$ cat config.mk
export PLATFORM = sky130hd
export DESIGN_NAME = asr_serial
export DESIGN_NICKNAME = d
export VERILOG_FILES = /design/src/hw/asr_pkg.sv /design/src/hw/asr_fifo_if.sv /design/src/hw/asr_baud.sv /design/src/hw/asr_rx_fifo.sv /design/src/hw/asr_serial.sv
export SDC_FILE = /design/constraint.sdc
export NUM_CORES = 1
export LEC_CHECK = 0
export CORE_ASPECT_RATIO = 0.75
export CORE_MARGIN = 2
export CORE_UTILIZATION = 35
export CTS_CLUSTER_SIZE = 14
export DETAILED_ROUTE_END_ITERATION = 10
export DONT_BUFFER_PORTS = 1
export GPL_TIMING_DRIVEN = 0
export SETUP_SLACK_MARGIN = 0.5
export SLEW_MARGIN = 20
export SYNTH_ARGS = -nofsm -noshare
export SYNTH_HDL_FRONTEND = slang
export SYNTH_SLANG_ARGS = --single-unit
$ cat constraint.sdc
create_clock -name clk -period 3.2 [get_ports clk]
set_input_delay 0.48 -clock clk [delete_from_list [all_inputs] [get_ports clk]]
set_output_delay 0.48 -clock clk [all_outputs]
set_load 0.02 [all_outputs]
$ cat src/hw/asr_pkg.sv
// Register map, field positions, reset values and encodings of the serial port.
package asr_pkg;
    // ==========================================================
    // Bus and register indices; the byte address is four times the index.
    localparam int ADDR_W = 12;
    localparam int IDX_W = 10;
    localparam logic [2:0] HSIZE_WORD = 3'h2;
    localparam logic [IDX_W-1:0] IDX_FLAGS = 10'h00c;
    localparam logic [IDX_W-1:0] IDX_RX_CTRL = 10'h018;
    localparam logic [IDX_W-1:0] IDX_TX_BUF = 10'h019;
    localparam logic [IDX_W-1:0] IDX_RX_BUF = 10'h01a;
    localparam logic [IDX_W-1:0] IDX_ENABLES = 10'h08c;
    localparam logic [IDX_W-1:0] IDX_TX_CTRL = 10'h098;
    localparam logic [IDX_W-1:0] IDX_BAUD = 10'h099;
    // ==========================================================
    // Field positions.
    localparam int FLAG_TX = 4;
    localparam int FLAG_RX = 5;
    localparam int RC_SERIAL_PORT_ENABLE = 7;
    localparam int RC_RX9 = 6;
    localparam int RC_CONTINUOUS_RX_ENABLE = 4;
    localparam int RC_FRAMING_ERROR = 2;
    localparam int RC_OVERRUN_ERROR = 1;
    localparam int RC_RX_NINTH_BIT = 0;
    localparam int TC_TX9 = 6;
    localparam int TC_TX_ENABLE = 5;
    localparam int TC_SYNC = 4;
    localparam int TC_HIGH_SPEED_BAUD_SELECT = 2;
    localparam int TC_TX_SHIFTER_EMPTY = 1;
    localparam int TC_TX_NINTH_BIT = 0;
    localparam int ENTRY_N9 = 8;
    localparam int ENTRY_FRAMING_ERROR = 9;
    // ==========================================================
    // Writable masks and reset values.
    localparam logic [7:0] RX_CTRL_WMASK = 8'hf0;
    localparam logic [7:0] TX_CTRL_WMASK = 8'hf5;
    localparam logic [7:0] ENABLES_WMASK = 8'h30;
    localparam logic [7:0] RST_RX_CTRL = 8'h00;
    localparam logic [7:0] RST_TX_CTRL = 8'h00;
    localparam logic [7:0] RST_ENABLES = 8'h00;
    localparam logic [7:0] RST_BAUD = 8'h00;
    localparam logic [7:0] RST_TX_BUF = 8'h00;
    // ==========================================================
    // Timing counts: prescale in clocks, phases in ticks of the sixteen-times bit clock, frame lengths in bits.
    localparam logic [1:0] PRESCALE_LAST = 2'h3;
    localparam logic [3:0] PHASE_LAST = 4'hf;
    localparam logic [3:0] SAMPLE_FIRST = 4'h7;
    localparam logic [3:0] SAMPLE_MID = 4'h8;
    localparam logic [3:0] SAMPLE_LAST = 4'h9;
    localparam logic [3:0] TX_BITS_8 = 4'ha;
    localparam logic [3:0] TX_BITS_9 = 4'hb;
    localparam logic [3:0] RX_STOP_8 = 4'h9;
    localparam logic [3:0] RX_STOP_9 = 4'ha;
    localparam int FIFO_DEPTH = 2;
    localparam int RX_ENTRY_W = 10;
    typedef enum logic [2:0] {TX_IDLE = 3'b001, TX_WAIT = 3'b010, TX_SHIFT = 3'b100} asr_tx_state_t;
    typedef enum logic [1:0] {RX_IDLE = 2'b01, RX_FRAME = 2'b10} asr_rx_state_t;
endpackage

$ cat src/hw/asr_fifo_if.sv
// Link between the receiver and its word queue.
`timescale 1ns/1ps
interface asr_fifo_if #(parameter int W = 10);
    logic push;
    logic [W-1:0] wdata;
    logic full;
    logic pop;
    logic [W-1:0] rdata;
    logic empty;
    modport producer(output push, output wdata, output pop, input full, input rdata, input empty);
    modport store(input push, input wdata, input pop, output full, output rdata, output empty);
endinterface

$ cat src/hw/asr_baud.sv
// Divider that makes the sixteen-times bit clock enable.
`timescale 1ns/1ps
module asr_baud (
    input wire logic clk,
    input wire logic reset_n,
    input wire logic [7:0] divisor,
    input wire logic high_speed,
    input wire logic clear,
    output logic tick
);
    import asr_pkg::*;
    typedef struct packed {
        logic [1:0] pre;
        logic [7:0] cnt;
    } asr_baud_state_t;
    asr_baud_state_t s;
    asr_baud_state_t next_s;
    logic pre_done;

    // Low speed divides by four more, giving sixty-four clocks per bit per divisor step.
    assign pre_done = high_speed || (s.pre == PRESCALE_LAST);
    assign tick = !clear && pre_done && (s.cnt == divisor);

    always_comb begin
        next_s = s;
        if (clear) begin
            next_s = '0;
        end else begin
            next_s.pre = high_speed ? 2'h0 : s.pre + 2'h1;
            if (pre_done) begin
                next_s.cnt = (s.cnt == divisor) ? 8'h00 : s.cnt + 8'h01;
            end
        end
    end

    always_ff @(posedge clk or negedge reset_n) begin
        if (!reset_n) begin
            s <= '0;
        end else begin
            s <= next_s;
        end
    end

    chk_clear_restart: assert property (@(posedge clk) disable iff (!reset_n)
        clear |=> (s.cnt == 8'h00) && (s.pre == 2'h0))
        else $error("baud timer not cleared");
endmodule // asr_baud

$ cat src/hw/asr_rx_fifo.sv
// Small word queue for received entries.
`timescale 1ns/1ps
module asr_rx_fifo #(
    parameter int W = 10,
    parameter int DEPTH = 2
) (
    input wire logic clk,
    input wire logic reset_n,
    asr_fifo_if.store f
);
    localparam int PW = (DEPTH > 1) ? $clog2(DEPTH) : 1;
    localparam int CW = $clog2(DEPTH + 1);
    localparam logic [PW-1:0] PTR_LAST = PW'(DEPTH - 1);
    localparam logic [CW-1:0] CNT_FULL = CW'(DEPTH);
    typedef struct packed {
        logic [DEPTH-1:0][W-1:0] mem;
        logic [PW-1:0] wptr;
        logic [PW-1:0] rptr;
        logic [CW-1:0] count;
    } asr_fifo_state_t;
    asr_fifo_state_t s;
    asr_fifo_state_t next_s;
    logic do_push;
    logic do_pop;

    assign f.full = (s.count == CNT_FULL);
    assign f.empty = (s.count == '0);
    assign f.rdata = s.mem[s.rptr];

    always_comb begin
        next_s = s;
        do_pop = f.pop && !f.empty;
        do_push = f.push && (!f.full || do_pop);
        if (do_push) begin
            next_s.mem[s.wptr] = f.wdata;
            next_s.wptr = (s.wptr == PTR_LAST) ? '0 : s.wptr + 1'b1;
        end
        if (do_pop) begin
            next_s.rptr = (s.rptr == PTR_LAST) ? '0 : s.rptr + 1'b1;
        end
        if (do_push && !do_pop) begin
            next_s.count = s.count + 1'b1;
        end else if (do_pop && !do_push) begin
            next_s.count = s.count - 1'b1;
        end
    end

    always_ff @(posedge clk or negedge reset_n) begin
        if (!reset_n) begin
            s <= '0;
        end else begin
            s <= next_s;
        end
    end
endmodule // asr_rx_fifo

$ cat src/hw/asr_serial.sv
// Serial port top: AHB-Lite register slave, transmitter and receiver.
//
// Added by the designer: the AHB-Lite interface to the registers.
`timescale 1ns/1ps
module asr_serial (
    input wire logic clk,
    input wire logic reset_n,
    input wire logic hsel,
    input wire logic [asr_pkg::ADDR_W-1:0] haddr,
    input wire logic [1:0] htrans,
    input wire logic hwrite,
    input wire logic [2:0] hsize,
    input wire logic [31:0] hwdata,
    input wire logic hready,
    output logic hreadyout,
    output logic hresp,
    output logic [31:0] hrdata,
    input wire logic receive_pin,
    output logic transmit_pin_out,
    output logic transmit_pin_oe,
    output logic irq
);
    import asr_pkg::*;

    typedef struct packed {
        logic [7:0] rx_ctrl;
        logic [7:0] tx_ctrl;
        logic [7:0] enables;
        logic [7:0] baud_div;
        logic [7:0] tx_buf;
        logic buf_full;
        logic tx_buffer_empty_flag;
        logic tx_enable_d;
        asr_tx_state_t tx_state;
        logic [10:0] tx_sr;
        logic [3:0] tx_bits;
        logic [3:0] tx_phase;
        asr_rx_state_t rx_state;
        logic [3:0] rx_phase;
        logic [3:0] rx_bits;
        logic [8:0] rx_shift_reg;
        logic [1:0] votes;
        logic overrun_error;
        logic wr_pend;
        logic [IDX_W-1:0] wr_idx;
        logic [7:0] rdata;
    } asr_state_t;

    asr_state_t s;
    asr_state_t next_s;
    asr_fifo_if #(.W(RX_ENTRY_W)) fifo();

    logic take;
    logic [IDX_W-1:0] idx;
    logic wr_tx;
    logic wr_baud;
    logic rd_rx;
    logic async_on;
    logic tx_enable_on;
    logic rx_on;
    logic tick;
    logic baud_clear;
    logic load;
    logic maj;
    logic stop_now;
    logic [7:0] flags_view;
    logic [7:0] rx_view;
    logic [7:0] tx_view;

    // ==========================================================
    // Baud generator and receive queue.
    assign baud_clear = wr_baud || !(tx_enable_on || rx_on);

    asr_baud u_baud (
        .clk(clk),
        .reset_n(reset_n),
        .divisor(s.baud_div),
        .high_speed(s.tx_ctrl[TC_HIGH_SPEED_BAUD_SELECT]),
        .clear(baud_clear),
        .tick(tick)
    );

    asr_rx_fifo #(.W(RX_ENTRY_W), .DEPTH(FIFO_DEPTH)) u_fifo (
        .clk(clk),
        .reset_n(reset_n),
        .f(fifo.store)
    );

    // ==========================================================
    // Outputs.
    assign hreadyout = 1'b1;
    assign hresp = 1'b0;
    assign hrdata = {24'h000000, s.rdata};
    assign transmit_pin_out = s.tx_sr[0];
    assign transmit_pin_oe = tx_enable_on;
    assign irq = (s.tx_buffer_empty_flag && s.enables[FLAG_TX]) || (!fifo.empty && s.enables[FLAG_RX]);

    // ==========================================================
    // Next-state logic.
    always_comb begin
        next_s = s;
        idx = haddr[ADDR_W-1:2];
        take = hsel && hready && htrans[1] && (hsize == HSIZE_WORD);
        wr_tx = s.wr_pend && (s.wr_idx == IDX_TX_BUF);
        wr_baud = s.wr_pend && (s.wr_idx == IDX_BAUD);
        rd_rx = take && !hwrite && (idx == IDX_RX_BUF);
        async_on = s.rx_ctrl[RC_SERIAL_PORT_ENABLE] && !s.tx_ctrl[TC_SYNC];
        tx_enable_on = async_on && s.tx_ctrl[TC_TX_ENABLE];
        rx_on = async_on && s.rx_ctrl[RC_CONTINUOUS_RX_ENABLE];
        maj = (s.votes[0] && s.votes[1]) || (receive_pin && (s.votes[0] || s.votes[1]));
        stop_now = 1'b0;
        fifo.push = 1'b0;
        fifo.pop = rd_rx;
        fifo.wdata = '0;

        flags_view = 8'h00;
        flags_view[FLAG_TX] = s.tx_buffer_empty_flag;
        flags_view[FLAG_RX] = !fifo.empty;
        rx_view = s.rx_ctrl & RX_CTRL_WMASK;
        rx_view[RC_FRAMING_ERROR] = fifo.rdata[ENTRY_FRAMING_ERROR];
        rx_view[RC_OVERRUN_ERROR] = s.overrun_error;
        rx_view[RC_RX_NINTH_BIT] = fifo.rdata[ENTRY_N9];
        tx_view = s.tx_ctrl & TX_CTRL_WMASK;
        tx_view[TC_TX_SHIFTER_EMPTY] = (s.tx_state == TX_IDLE);

        // Register bus: reads are answered at the address phase, writes land in the data phase.
        next_s.wr_pend = take && hwrite;
        next_s.wr_idx = idx;
        if (take && !hwrite) begin
            case (idx)
                IDX_FLAGS: next_s.rdata = flags_view;
                IDX_RX_CTRL: next_s.rdata = rx_view;
                IDX_TX_BUF: next_s.rdata = s.tx_buf;
                IDX_RX_BUF: next_s.rdata = fifo.rdata[7:0];
                IDX_ENABLES: next_s.rdata = s.enables;
                IDX_TX_CTRL: next_s.rdata = tx_view;
                IDX_BAUD: next_s.rdata = s.baud_div;
                default: next_s.rdata = 8'h00;
            endcase
        end
        if (s.wr_pend) begin
            case (s.wr_idx)
                IDX_RX_CTRL: next_s.rx_ctrl = hwdata[7:0] & RX_CTRL_WMASK;
                IDX_ENABLES: next_s.enables = hwdata[7:0] & ENABLES_WMASK;
                IDX_TX_CTRL: next_s.tx_ctrl = hwdata[7:0] & TX_CTRL_WMASK;
                IDX_BAUD: next_s.baud_div = hwdata[7:0];
                default: ;
            endcase
        end

        // Transmitter: the buffer moves into the shifter only when the shifter is idle.
        next_s.tx_enable_d = s.tx_ctrl[TC_TX_ENABLE];
        if (s.tx_ctrl[TC_TX_ENABLE] && !s.tx_enable_d) begin
            next_s.tx_buffer_empty_flag = 1'b1;
        end
        load = s.buf_full && (s.tx_state == TX_IDLE) && tx_enable_on;
        if (load) begin
            // Bit zero stays high until the first tick drops it to the start bit.
            next_s.tx_sr = {1'b1, s.tx_ctrl[TC_TX9] ? s.tx_ctrl[TC_TX_NINTH_BIT] : 1'b1, s.tx_buf, 1'b1};
            next_s.tx_bits = s.tx_ctrl[TC_TX9] ? TX_BITS_9 : TX_BITS_8;
            next_s.tx_state = TX_WAIT;
            next_s.buf_full = 1'b0;
            next_s.tx_buffer_empty_flag = 1'b1;
        end
        case (s.tx_state)
            TX_IDLE: begin
                next_s.tx_phase = 4'h0;
            end
            TX_WAIT: begin
                if (tick) begin
                    next_s.tx_state = TX_SHIFT;
                    next_s.tx_sr[0] = 1'b0;
                    next_s.tx_phase = 4'h0;
                end
            end
            TX_SHIFT: begin
                if (tick) begin
                    next_s.tx_phase = s.tx_phase + 4'h1;
                    if (s.tx_phase == PHASE_LAST) begin
                        next_s.tx_sr = {1'b1, s.tx_sr[10:1]};
                        next_s.tx_bits = s.tx_bits - 4'h1;
                        if (s.tx_bits == 4'h1) begin
                            next_s.tx_state = TX_IDLE;
                        end
                    end
                end
            end
            default: begin
                next_s.tx_state = TX_IDLE;
            end
        endcase
        if (!tx_enable_on) begin
            next_s.tx_state = TX_IDLE;
            next_s.tx_sr = '1;
        end
        if (wr_tx) begin
            next_s.tx_buf = hwdata[7:0];
            next_s.buf_full = 1'b1;
            next_s.tx_buffer_empty_flag = 1'b0;
        end

        // Receiver: a low level on a tick opens a frame; each bit is voted at its middle.
        case (s.rx_state)
            RX_IDLE: begin
                if (tick && !receive_pin) begin
                    next_s.rx_state = RX_FRAME;
                    next_s.rx_phase = 4'h1;
                    next_s.rx_bits = 4'h0;
                end
            end
            RX_FRAME: begin
                if (tick) begin
                    next_s.rx_phase = s.rx_phase + 4'h1;
                    if (s.rx_phase == SAMPLE_FIRST || s.rx_phase == SAMPLE_MID) begin
                        next_s.votes = {s.votes[0], receive_pin};
                    end
                    if (s.rx_phase == SAMPLE_LAST) begin
                        next_s.rx_bits = s.rx_bits + 4'h1;
                        if (s.rx_bits == 4'h0) begin
                            if (maj) begin
                                next_s.rx_state = RX_IDLE;
                            end
                        end else if (s.rx_bits == (s.rx_ctrl[RC_RX9] ? RX_STOP_9 : RX_STOP_8)) begin
                            stop_now = 1'b1;
                            next_s.rx_state = RX_IDLE;
                        end else begin
                            next_s.rx_shift_reg = {maj, s.rx_shift_reg[8:1]};
                        end
                    end
                end
            end
            default: begin
                next_s.rx_state = RX_IDLE;
            end
        endcase
        if (stop_now) begin
            if (s.rx_ctrl[RC_RX9]) begin
                fifo.wdata = {!maj, s.rx_shift_reg};
            end else begin
                fifo.wdata = {!maj, 1'b0, s.rx_shift_reg[8:1]};
            end
            if (fifo.full && !rd_rx) begin
                next_s.overrun_error = 1'b1;
            end else begin
                fifo.push = !s.overrun_error;
            end
        end
        if (!rx_on) begin
            next_s.rx_state = RX_IDLE;
            next_s.overrun_error = 1'b0;
            fifo.push = 1'b0;
        end
    end

    always_ff @(posedge clk or negedge reset_n) begin
        if (!reset_n) begin
            s <= '0;
            s.rx_ctrl <= RST_RX_CTRL;
            s.tx_ctrl <= RST_TX_CTRL;
            s.enables <= RST_ENABLES;
            s.baud_div <= RST_BAUD;
            s.tx_buf <= RST_TX_BUF;
            s.tx_state <= TX_IDLE;
            s.rx_state <= RX_IDLE;
            s.tx_sr <= '1;
        end else begin
            s <= next_s;
        end
    end

    // ==========================================================
    // Checks.
    chk_load_sets_flag: assert property (@(posedge clk) disable iff (!reset_n)
        load && !wr_tx |=> s.tx_buffer_empty_flag && !s.buf_full && (s.tx_state == TX_WAIT))
        else $error("buffer move did not set transmit flag");
    chk_write_clears_flag: assert property (@(posedge clk) disable iff (!reset_n)
        wr_tx |=> !s.tx_buffer_empty_flag && s.buf_full)
        else $error("buffer write did not clear transmit flag");
    chk_enable_sets_flag: assert property (@(posedge clk) disable iff (!reset_n)
        $rose(s.tx_ctrl[TC_TX_ENABLE]) && !wr_tx |=> s.tx_buffer_empty_flag)
        else $error("transmit enable did not set flag");
    chk_busy_holds_buffer: assert property (@(posedge clk) disable iff (!reset_n)
        (s.tx_state != TX_IDLE) && s.buf_full && tx_enable_on |=> s.buf_full)
        else $error("shifter reloaded before stop bit ended");
    chk_abort_floats: assert property (@(posedge clk) disable iff (!reset_n)
        $fell(s.tx_ctrl[TC_TX_ENABLE]) |-> !transmit_pin_oe ##1 (s.tx_state == TX_IDLE))
        else $error("transmit abort incomplete");
    chk_idle_mark: assert property (@(posedge clk) disable iff (!reset_n)
        (s.tx_state != TX_SHIFT) && transmit_pin_oe |-> transmit_pin_out)
        else $error("idle transmit line not high");
    chk_start_bit_low: assert property (@(posedge clk) disable iff (!reset_n)
        (s.tx_state == TX_WAIT) && tick && tx_enable_on |=> !transmit_pin_out)
        else $error("start bit not low");
    chk_overrun_blocks: assert property (@(posedge clk) disable iff (!reset_n)
        s.overrun_error |-> !fifo.push)
        else $error("queue written while overrun set");
    chk_enable_clears_overrun: assert property (@(posedge clk) disable iff (!reset_n)
        !rx_on |=> !s.overrun_error)
        else $error("overrun survived receive reset");
    chk_full_sets_overrun: assert property (@(posedge clk) disable iff (!reset_n)
        stop_now && rx_on && fifo.full && !rd_rx |=> s.overrun_error)
        else $error("overrun not flagged");
    chk_irq_gating: assert property (@(posedge clk) disable iff (!reset_n)
        !s.enables[FLAG_TX] && !s.enables[FLAG_RX] |-> !irq)
        else $error("interrupt raised while both enables clear");
endmodule // asr_serial

==> results.md, run 1 <==
- Total power: 0.00371 W
- Iteration-0 DRC Markers: 430
- Setup TNS: 0 ps
- GPL Wtd Cong: 0.812
- Layout Utilization: 0.411
- Rows: between 40 and 50
- Main synth FF type: dfrtp_1
- Area delta synth->final: 16.1%
- Max-slew headroom: 0.379
- Failing checks: negative hold slack
- Post-layout net count: 739
- CTS tree: built
- Power Internal: 0.00291 W
- Fin Hold WS: -241 ps
- Critical path class: flop to flop
- Count leader, synth: dfrtp_1
- CP Launch Type: flop
- CP Capture Type: flop
- First drt pass iteration count: 6
- Share of cells above drive strength 1: 0.231
- Clock Path Buffers: 2
- Worst R2R Setup Slack: 600 ps
- Final Skew: ~8.4 ps
- Die Height: 122 um
- Net switching power: 0.000800 W
- Synth cell count leaders: 115 x dfrtp_1, 85 x nand2_1, 57 x mux2_2
- H-Tree Depth: 4
- Remaining global-route overflow: 0
- Worst Reg-to-Reg Cells: 10
- FILL cells: 1749
- RSZ-0062 raised after global routing: true
- Die width: 161 um
- CTS sink cnt: 128
- Core footprint: 18300 um2
- Maximum clock rate: 0.384 GHz
- Crit path max fanout: 10
- Maximum VDD drop: 0.402 mV
- Vias in the first global route: 4776
- Reg clk slew, reported paths: 50 ps
- Clock root buffer: clkbuf_16
- Minimum clock period: about 2600 ps
- Post-DRT Antenna Nets: 0
- P per Cell Area: approximately 490 nW/um2
- Sequential power share: 0.454
- Clock Latency Late Sink: 420 ps
- Worst slew pin tran: 923 ps
- Wire per inst: 16.2 um
- Clk pwr share: 0.505
- Worst Hold Class: input pin to async pin
- Mean Syn Cell Area: between 10 and 15 um2
- R2r endpoint: u_fifo.s[1]$_DFFE_PN0P_
- Starting Density: 0.354
- Final Hold Fails: 120
- Comb pwr share: 0.042
- Library cells used by synthesis: 57
- Max-cap viol count: 0
- Status: finished, violations left
- Async S/R FF share, synth: 1.00
- Initial antenna violation count: 0
- FF+latch count, synth: 128
- Area share of the largest cell type after synthesis: 0.443
- Diodes inserted: 0
- Routed wire length: 15100 um
- Total GRT Usage: 0.163
- Post-route cell area: about 7500 um2
- Post-synthesis sequential area ratio: 0.496
- Pin count of the biggest net entering global routing: 129
- Number of synthesized flops with an enable pin: 0
- DP Area: just under 7000 um2
- Dpl hpwl: 10800 um
- Fin. max-slew vios: 0
- DR vias: between 4000 and 5000
- Number of I/O pins: 92
- Inst Count DP: ~900
- Post-route DRC: 0
- First-pass GRT wire length: roughly 25000 um
- Top cells by area, synth: dfrtp_1 44%, mux2_2 9.9%, dfstp_2 5.3%
- Critical path required time: around 3500 ps
- Switching share of power: 0.215
- TritonCTS Buffers: 17
- Final Non-Filler Cells: between 900 and 1000
- Die ar.: 19700 um2
- Cell count after synthesis: between 600 and 700
- CP arrival: ~2900 ps
- Mapped cell area: 6490 um2
- Final Setup Violations: 0
- Post-DR vias/cell: 5.21
- Synth warn: 0
- Reg-to-Reg Start: u_baud.s[1]$_DFFE_PN0P_
- P_leak: 3.43 nW
- Post-route clock period utilization: 0.814
- Largest area contributor in the netlist: dfrtp_1
- Port Buffer Count: 0
==> cell type report <==
type	count	area (um2)	share of cell area
tap	247	309	0.0410
clock buffer	23	478	0.0634
buffer	56	357	0.0473
multi-input combinational	448	2980	0.396
inverter	18	67.6	0.00896
sequential	128	3220	0.427
clock inverter	7	85.1	0.0113
timing repair buffer	4	42.5	0.00564
==> worst max-delay path by stage <==
| stage | from | end |
|---|---|---|
| 5_1_grt | s[9]$_DFF_PN0_ | u_fifo.s[1]$_DFFE_PN0P_ |
| 2_1_floorplan | haddr[2] | u_fifo.s[10]$_DFFE_PN0P_ |
| 3_5_place_dp | s[14]$_DFF_PN0_ | u_fifo.s[16]$_DFFE_PN0P_ |
| 3_3_place_gp | s[14]$_DFF_PN0_ | s[57]$_DFF_PN1_ |
| 4_1_cts | s[14]$_DFF_PN0_ | u_fifo.s[1]$_DFFE_PN0P_ |
| 6_report | u_baud.s[1]$_DFFE_PN0P_ | u_fifo.s[1]$_DFFE_PN0P_ |
==> metrics by stage <==
stage / setup slack, ps / hold WS, ps
after floorplan: 710 / 184
after global placement: 175 / 193
after detailed placement: 98.2 / 194
after CTS: 530 / -257
after global routing: 492 / -268
final: 596 / -241
==> state kept, by name, indices dropped and copies added, names as in the netlist <==
| name | count |
|---|---|
| flags_view | 1 |
| hrdata | 8 |
| next_s | 1 |
| rx_view | 5 |
| s | 78 |
| transmit_pin_out | 1 |
| u_baud.s | 10 |
| u_fifo.s | 24 |
==> worst max-delay path, stage by stage (launching register included) <==
cell and delay [ps]:
dfrtp_1 440, xnor2_1 170, nand4_1 160, buf_4 190
nor4_4 350, buf_2 320, and3_1 300, ha_1 200
xor2_1 160, nor2_1 70, xnor2_1 120
==> timing repair <==
action                                  4_1_cts  5_1_grt
resized for setup                             5        5
endpoints found under the setup margin       56       43
pin swaps                                     1        5
cloned                                        0        0
setup buffers                                 1        3
hold endpoints to repair                    128      128
==> power groups by stage <==
| stage | Combinational (W) | Sequential (W) | Clock, W |
|---|---|---|---|
| 2_1_floorplan | 0.000140 | 0.00169 | 0 |
| 3_3_place_gp | 0.000152 | 0.00171 | 0 |
| 3_5_place_dp | 0.000154 | 0.00171 | 0 |
| 4_1_cts | 0.000155 | 0.00168 | 0.00191 |
| 5_1_grt | 0.000167 | 0.00169 | 0.00199 |
| 6_report | 0.000156 | 0.00168 | 0.00187 |
==> routing by layer <==
layer / vias up / track usage / wire length, um
met2: 160 / 0.248 / 6660
met4: 0 / 0.0441 / 180
li1: 2252 / - / -
met3: 21 / 0.0633 / 1160
met5: - / 0 / 0
met1: 2414 / 0.219 / 7110
==> cells by family after synthesis <==
logic type / count (synthesis) / share of synthesized area
xor+xnor: 16 / 0.0216
simple gates: 216 / 0.165
compound gates: 108 / 0.107
flops: 128 / 0.496
other cells: 2 / 0.00116
fa+ha+maj: 12 / 0.0227
mux: 70 / 0.123
buf+inv: 74 / 0.0649
==> cell usage in the layout (no fill, tap or decap), types with 13 or more instances in the layout <==
cell	synthesis	layout
conb_1	2	26
mux2_2	57	57
nand2_1	85	85
dfstp_2	13	13
dfrtp_1	115	115
nand3_1	14	14
nor2_1	40	40
a21oi_1	16	16
o21ai_0	41	41
clkbuf_16	0	17
inv_1	18	18
and3_1	15	15
clkbuf_1	12	13
buf_4	34	37
Note: power is estimated with default switching activity, not from simulation.
==> inputs of run 2 (changes only) <==
==> constraint.sdc (replaced) <==
create_clock -name clk -period 2.1 [get_ports clk]
set_input_delay 0.315 -clock clk [delete_from_list [all_inputs] [get_ports clk]]
set_output_delay 0.315 -clock clk [all_outputs]
set_load 0.02 [all_outputs]
==> run 2 against run 1 <==
The run ends with negative hold slack, negative setup slack left. Hold slack lost 160 ps. Fmax up 6.2%. Cell count up 8.4%. Highest routed layer unchanged. Via count increased by 7.0%. Clock skew is 5.1 ps higher. Routed wire length grew 14%. Largest cell class is now multi-input gates. Setup slack got worse by 950 ps.
==> results.md, run 2 (synthesis results as in run 1) <==
- Pre-CTS WS: -817 ps
- Crit path max fanout: 6
- Critical path required time: 2430 ps
- Final Setup Violations: around 100
- CTS tree: built
- Fin. max-slew vios: 0
- First-pass GRT wire length: ~27000 um
- P per Cell Area: 637 nW/um2
- Remaining global-route overflow: 0
- DP Area: 7250 um2
- Routed wire length: 17200 um
- Most flop-heavy register: s
- Clk pwr share: 0.507
- Wire per inst: 17.1 um
- Status: finished, violations left
- Post-route cell area: 9040 um2
- Die ar.: 19700 um2
- Post-DRT Antenna Nets: 0
- Rows: 43
- Initial antenna violation count: 0
- Post-route DRC: 0
- Worst Hold Class: input pin to async pin
- Area delta synth->final: 39.2%
- Final Hold Fails: 128
- Max-cap viol count: 0
- FILL cells: 1606
- Dpl hpwl: roughly 11000 um
- Fin Hold WS: -406 ps
- Final Skew: 13.5 ps
- Clock Latency Late Sink: about 400 ps
- Slowest CP cell: or4b_4
- Share of cells above drive strength 1: 0.409
- Starting Density: 0.354
- CP cell instances: or4b_4 > nor4_4 > buf_4 > nor4_4 > clkbuf_8 > and3_4 > ha_4 > xor2_2 > nor2_1 > xnor2_1
- DR vias: between 5000 and 6000
- Pin count of the biggest net entering global routing: 129
- CP arrival: between 2000 and 3000 ps
- P_leak: 4.03 nW
- Port Buffer Count: 0
- Clock Path Buffers: 2
- GPL Wtd Cong: 0.792
- Largest stage delay, worst path: 580 ps
- Inst Count DP: approximately 900
- Sequential power share: 0.445
- CP Capture Type: flop
- Most frequent cells in the layout: 110 x dfrtp_1, 71 x buf_4, 69 x nand2_1
- Comb pwr share: 0.047
- Post-route clock period utilization: 1.17
- Critical path class: flop to flop
- Power Internal: 0.00443 W
- CP Launch Type: flop
- Number of I/O pins: 92
- Top flop regs: s x78, u_fifo.s x24, u_baud.s x10
- Fin worst setup slack: -352 ps
- Core footprint: between 15000 and 20000 um2
- Most common cell on crit path: nor4_4
- Die Height: approximately 120 um
- RSZ-0062 raised after global routing: true
- Maximum VDD drop: 0.404 mV
- Worst slew pin tran: slightly above 900 ps
- First drt pass iteration count: 5
- Vias in the first global route: 5144
- Clock root buffer: clkbuf_16
- Iteration-0 DRC Markers: 339
- Net switching power: 0.00133 W
- TritonCTS Buffers: 17
- Die width: 161 um
- Final Non-Filler Cells: 1009
- Post-layout net count: 815
- Reg clk slew, reported paths: 60 ps
- Diodes inserted: 0
- CTS sink cnt: 128
- Minimum clock period: approximately 2500 ps
- Commonest non-fill, non-tap cell in the layout: dfrtp_1
- Max-slew headroom: 0.378
- Failing checks: negative hold slack, negative setup slack
- Maximum clock rate: between 0.4 and 0.5 GHz
- Post-DR vias/cell: 5.14
- Switching share of power: 0.231
- Max reg flops: 78
- Total GRT Usage: 0.179
- H-Tree Depth: 4
-- run 2: metal layers --
layer | GRT usage | up-vias | routed length [um]
met1 | 0.253 | 2596 | 8180
li1 | - | 2423 | -
met2 | 0.280 | 148 | 7980
met5 | 0 | - | 0
met4 | 0.0424 | 0 | 119
met3 | 0.0398 | 18 | 931
-- run 2: timing repair --
item / in CTS / in global routing
buffers inserted: 43 / 18
endpoints found under the hold margin: 140 / 129
pin swaps: 30 / 44
hold buffers: 12 / 1
endpoints found under the setup margin: 108 / 114
resized for setup: 86 / 50
cloned: 6 / 0
-- run 2: worst paths after layout --
path / start / slack, ps / to / depth (start not counted)
worst max-delay path: s[16]$_DFF_PN0_ / -350 / u_fifo.s[1]$_DFFE_PN0P_ / 10
worst min-delay path: reset_n / -410 / s[18]$_DFF_PN0_ / 0
worst max register to register: s[16]$_DFF_PN0_ / -350 / u_fifo.s[1]$_DFFE_PN0P_ / 10
worst min register to register: u_baud.s[8]$_DFF_PN0_ / 450 / u_baud.s[8]$_DFF_PN0_ / 1
max in group asynchronous: reset_n / 2220 / s[39]$_DFFE_PN1P_ / 0
min in group clk: hwdata[2] / 10 / s[76]$_DFFE_PN0P_ / 2
-- run 2: area by class of cell --
class / instances / area, um2 / share of cell area
inverter: 18 / 72.6 / 0.00803
tap: 247 / 309 / 0.0342
clock buffer: 19 / 443 / 0.0490
timing repair buffer: 80 / 795 / 0.0879
sequential: 128 / 3230 / 0.357
multi-input combinational: 448 / 3550 / 0.393
clock inverter: 13 / 138 / 0.0152
buffer: 56 / 504 / 0.0558
-- run 2: metrics by stage --
step / power [W] / hold WS [ps] / util / TNS [ps]
6_report: 0.00576 / -406 / 0.493 / -19520
5_1_grt: 0.00595 / -425 / 0.493 / -29120
4_1_cts: 0.00579 / -416 / 0.473 / -16400
3_5_place_dp: 0.00285 / 23.7 / 0.395 / -34680
3_3_place_gp: 0.00284 / 25.1 / 0.395 / -32000
2_1_floorplan: 0.00280 / 19.4 / - / -3260
-- run 2: power groups by stage --
stage | logic [W] | registers [W] | clock network (W)
floorplan | 0.000222 | 0.00258 | 0
global placement | 0.000242 | 0.00260 | 0
detailed placement | 0.000244 | 0.00261 | 0
CTS | 0.000266 | 0.00256 | 0.00296
global route | 0.000294 | 0.00257 | 0.00309
finish | 0.000273 | 0.00256 | 0.00292
-- run 2: critical path, delay by kind of cell, from the launching register on --
family	cells	cell delay, ps
XOR/XNOR	2	270
adder cells (fa/ha/maj)	1	160
buffers and inverters	2	350
flip-flops	1	360
AND/OR/NAND/NOR	5	1230
==> inputs of run 3 (changes only) <==
--- a/config.mk
+++ b/config.mk
@@ -12,6 +12,7 @@
 export DETAILED_ROUTE_END_ITERATION = 10
 export DONT_BUFFER_PORTS = 1
 export GPL_TIMING_DRIVEN = 0
+export PLACE_DENSITY_LB_ADDON = 0.1
 export SETUP_SLACK_MARGIN = 0.5
 export SLEW_MARGIN = 20
 export SYNTH_ARGS = -nofsm -noshare
==> run 3 against run 2 <==
The flow still finishes with violations (negative hold slack, negative setup slack). Clock skew shrank 0.71 ps. Setup slack gained 31 ps. Global-route usage grew 1.1 points. Register-to-register slack better by 30 ps. Fmax increased by 1.3%. Clock-buffer cell count increased by 6. Largest power group unchanged. Die area unchanged. Sequential power hardly changed. Routed wire length grew 4.4%. Largest cell class unchanged. Critical path type unchanged. Non-clock buffer count grew 7. Clock power barely moved. Hold slack worse by 9.6 ps.
==> results.md, run 3 (synthesis results as in run 1) <==
- Fin worst setup slack: -320 ps
- Clock Latency Late Sink: 420 ps
- Clock root buffer: clkbuf_16
- Wire per inst: 17.7 um
- Worst R2R Setup Slack: -320 ps
- Routed wire length: approximately 18000 um
- Pin count of the biggest net entering global routing: 129
- DR vias: between 5000 and 6000
- CTS tree: built
- CP Launch Type: flop
- Post-DRT Antenna Nets: 0
- RSZ-0062 raised after global routing: true
- Rows: 43
- Die Height: about 120 um
- Largest stage delay, worst path: ~580 ps
- Post-layout net count: about 820
- Most frequent cells in the layout: 111 x dfrtp_1, 72 x nand2_1, 71 x buf_4
- Crit path max fanout: 7
- Post-route clock period utilization: 1.15
- Delay-heaviest family, CP: simple AND/OR/NAND/NOR gates
- Total GRT Usage: 0.189
- Setup TNS: -18230 ps
- Area delta synth->final: 41.1%
- Share of cells above drive strength 1: 0.414
- Reg clk slew, reported paths: ~60 ps
- Most flop-heavy register: s
- Dpl hpwl: 11500 um
- Vias in the first global route: 5107
- First drt pass iteration count: 4
- Remaining global-route overflow: 0
- TritonCTS Buffers: 17
- Final Setup Violations: 95
- Post-route DRC: 0
- Number of I/O pins: between 90 and 100
- P_leak: 4.09 nW
- Iteration-0 DRC Markers: 276
- CP Buf/Inv Count: 2
- Max-cap viol count: 0
- Worst Hold Class: input pin to async pin
- Post-DR vias/cell: approximately 5.1
- Multi-input gate area in the final layout: 3600 um2
- Core footprint: 18300 um2
- Reg-to-Reg Start: next_s[63]$_DFFE_PN0P_
- Maximum clock rate: 0.413 GHz
- P per Cell Area: roughly 630 nW/um2
- Max-slew headroom: 0.358
- R2r endpoint: s[30]$_DFFE_PN0P_
- Slowest CP cell: dfrtp_1
- Failing checks: negative hold slack, negative setup slack
- DP Area: 7250 um2
- Initial antenna violation count: 0
- Port Buffer Count: 0
- Diodes inserted: 0
- Max reg flops: 78
- Die width: 161 um
- CP arrival: 2720 ps
- Post-route cell area: slightly above 9000 um2
- Status: finished, violations left
- Die ar.: 19700 um2
- Total power: around 0.0058 W
- FILL cells: 1636
- Critical path required time: roughly 2400 ps
- First-pass GRT wire length: approximately 28000 um
- H-Tree Depth: 4
- Critical path class: flop to flop
- Fin. max-slew vios: 0
- # hold bufs at CTS: 19
- CTS sink cnt: 128
- GPL Wtd Cong: 0.771
- Sequential cell area: 3220 um2
- CP Capture Type: flop
- Maximum VDD drop: roughly 0.38 mV
- CP cell instances: o221ai_2 > or4_4 > buf_8 > nor4b_4 > buf_6 > mux2_4
- Top flop regs: s x78, u_fifo.s x24, u_baud.s x10
- Worst Reg-to-Reg Cells: 6
- Clock Path Buffers: 2
- Worst slew pin tran: 961 ps
- Final Hold Fails: 128
- Final Skew: 12.8 ps
- Minimum clock period: 2420 ps
- Fin Hold WS: -415 ps
- Commonest non-fill, non-tap cell in the layout: dfrtp_1
- Starting Density: 0.354
## run 3: cell types whose count changed in the layout (fill, tap and decap cells not counted), sizes merged
cell / before / now
buf: 110 / 112
clkbuf: 32 / 37
clkinv: 7 / 4
clkinvlp: 3 / 0
dlygate4sd3: 13 / 19
inv: 19 / 18
## run 3: worst register-to-register path, cell delays in order (launching register included)
cell      delay [ps]
dfrtp_1          580
o221ai_2         200
or4_4            550
buf_8            150
nor4b_4          320
buf_6            190
mux2_4           310
## run 3: repair_timing
item / in CTS / in global routing
pin swaps: 28 / 28
gates resized for setup: 83 / 71
buffers inserted: 47 / 15
cloned: 6 / 0
endpoints found under the setup margin: 108 / 117
endpoints found under the hold margin: 147 / 128
## run 3: metrics by stage
| stage | cells | setup WS, ps | utilization |
|---|---|---|---|
| 2_1_floorplan | 650 | -271 | - |
| 3_3_place_gp | 897 | -939 | 0.395 |
| 3_5_place_dp | 897 | -923 | 0.395 |
| 4_1_cts | 1000 | -363 | 0.479 |
| 5_1_grt | 1015 | -408 | 0.499 |
| 6_report | 1015 | -320 | 0.499 |
## run 3: cell type report
type                       instances  area share
multi-input combinational        448       0.393
sequential                       128       0.352
timing repair buffer              87      0.0967
buffer                            56      0.0548
clock buffer                      25      0.0541
tap                              247      0.0337
clock inverter                     6     0.00874
inverter                          18     0.00765
## run 3: worst max path at each step
stage                            start                 endpoint  slack [ps]  cells past startpoint
2_1_floorplan  u_baud.s[7]$_DFFE_PN0P_        s[22]$_DFFE_PN0P_        -270                      6
3_3_place_gp         s[80]$_DFFE_PN0P_          s[57]$_DFF_PN1_        -940                      8
3_5_place_dp         s[80]$_DFFE_PN0P_          s[47]$_DFF_PN0_        -920                      8
4_1_cts        u_baud.s[5]$_DFFE_PN0P_        s[24]$_DFFE_PN0P_        -360                      7
5_1_grt              s[80]$_DFFE_PN0P_  u_fifo.s[1]$_DFFE_PN0P_        -410                     11
6_report        next_s[63]$_DFFE_PN0P_        s[30]$_DFFE_PN0P_        -320                      6
## run 3: layer usage
metal,share of wire,vias up,global-route usage
met5,0,-,0
met4,0.011,0,0.0608
met3,0.033,20,0.0378
met2,0.45,89,0.281
met1,0.51,2622,0.278
li1,-,2419,-
## run 3: report_power, final
group / internal (W) / switching, W / total, W
logic: 0.000139 / 0.000149 / 0.000288
clock network: 0.00186 / 0.00107 / 0.00293
registers: 0.00252 / 0.0000514 / 0.00257
total: 0.00451 / 0.00127 / 0.00578
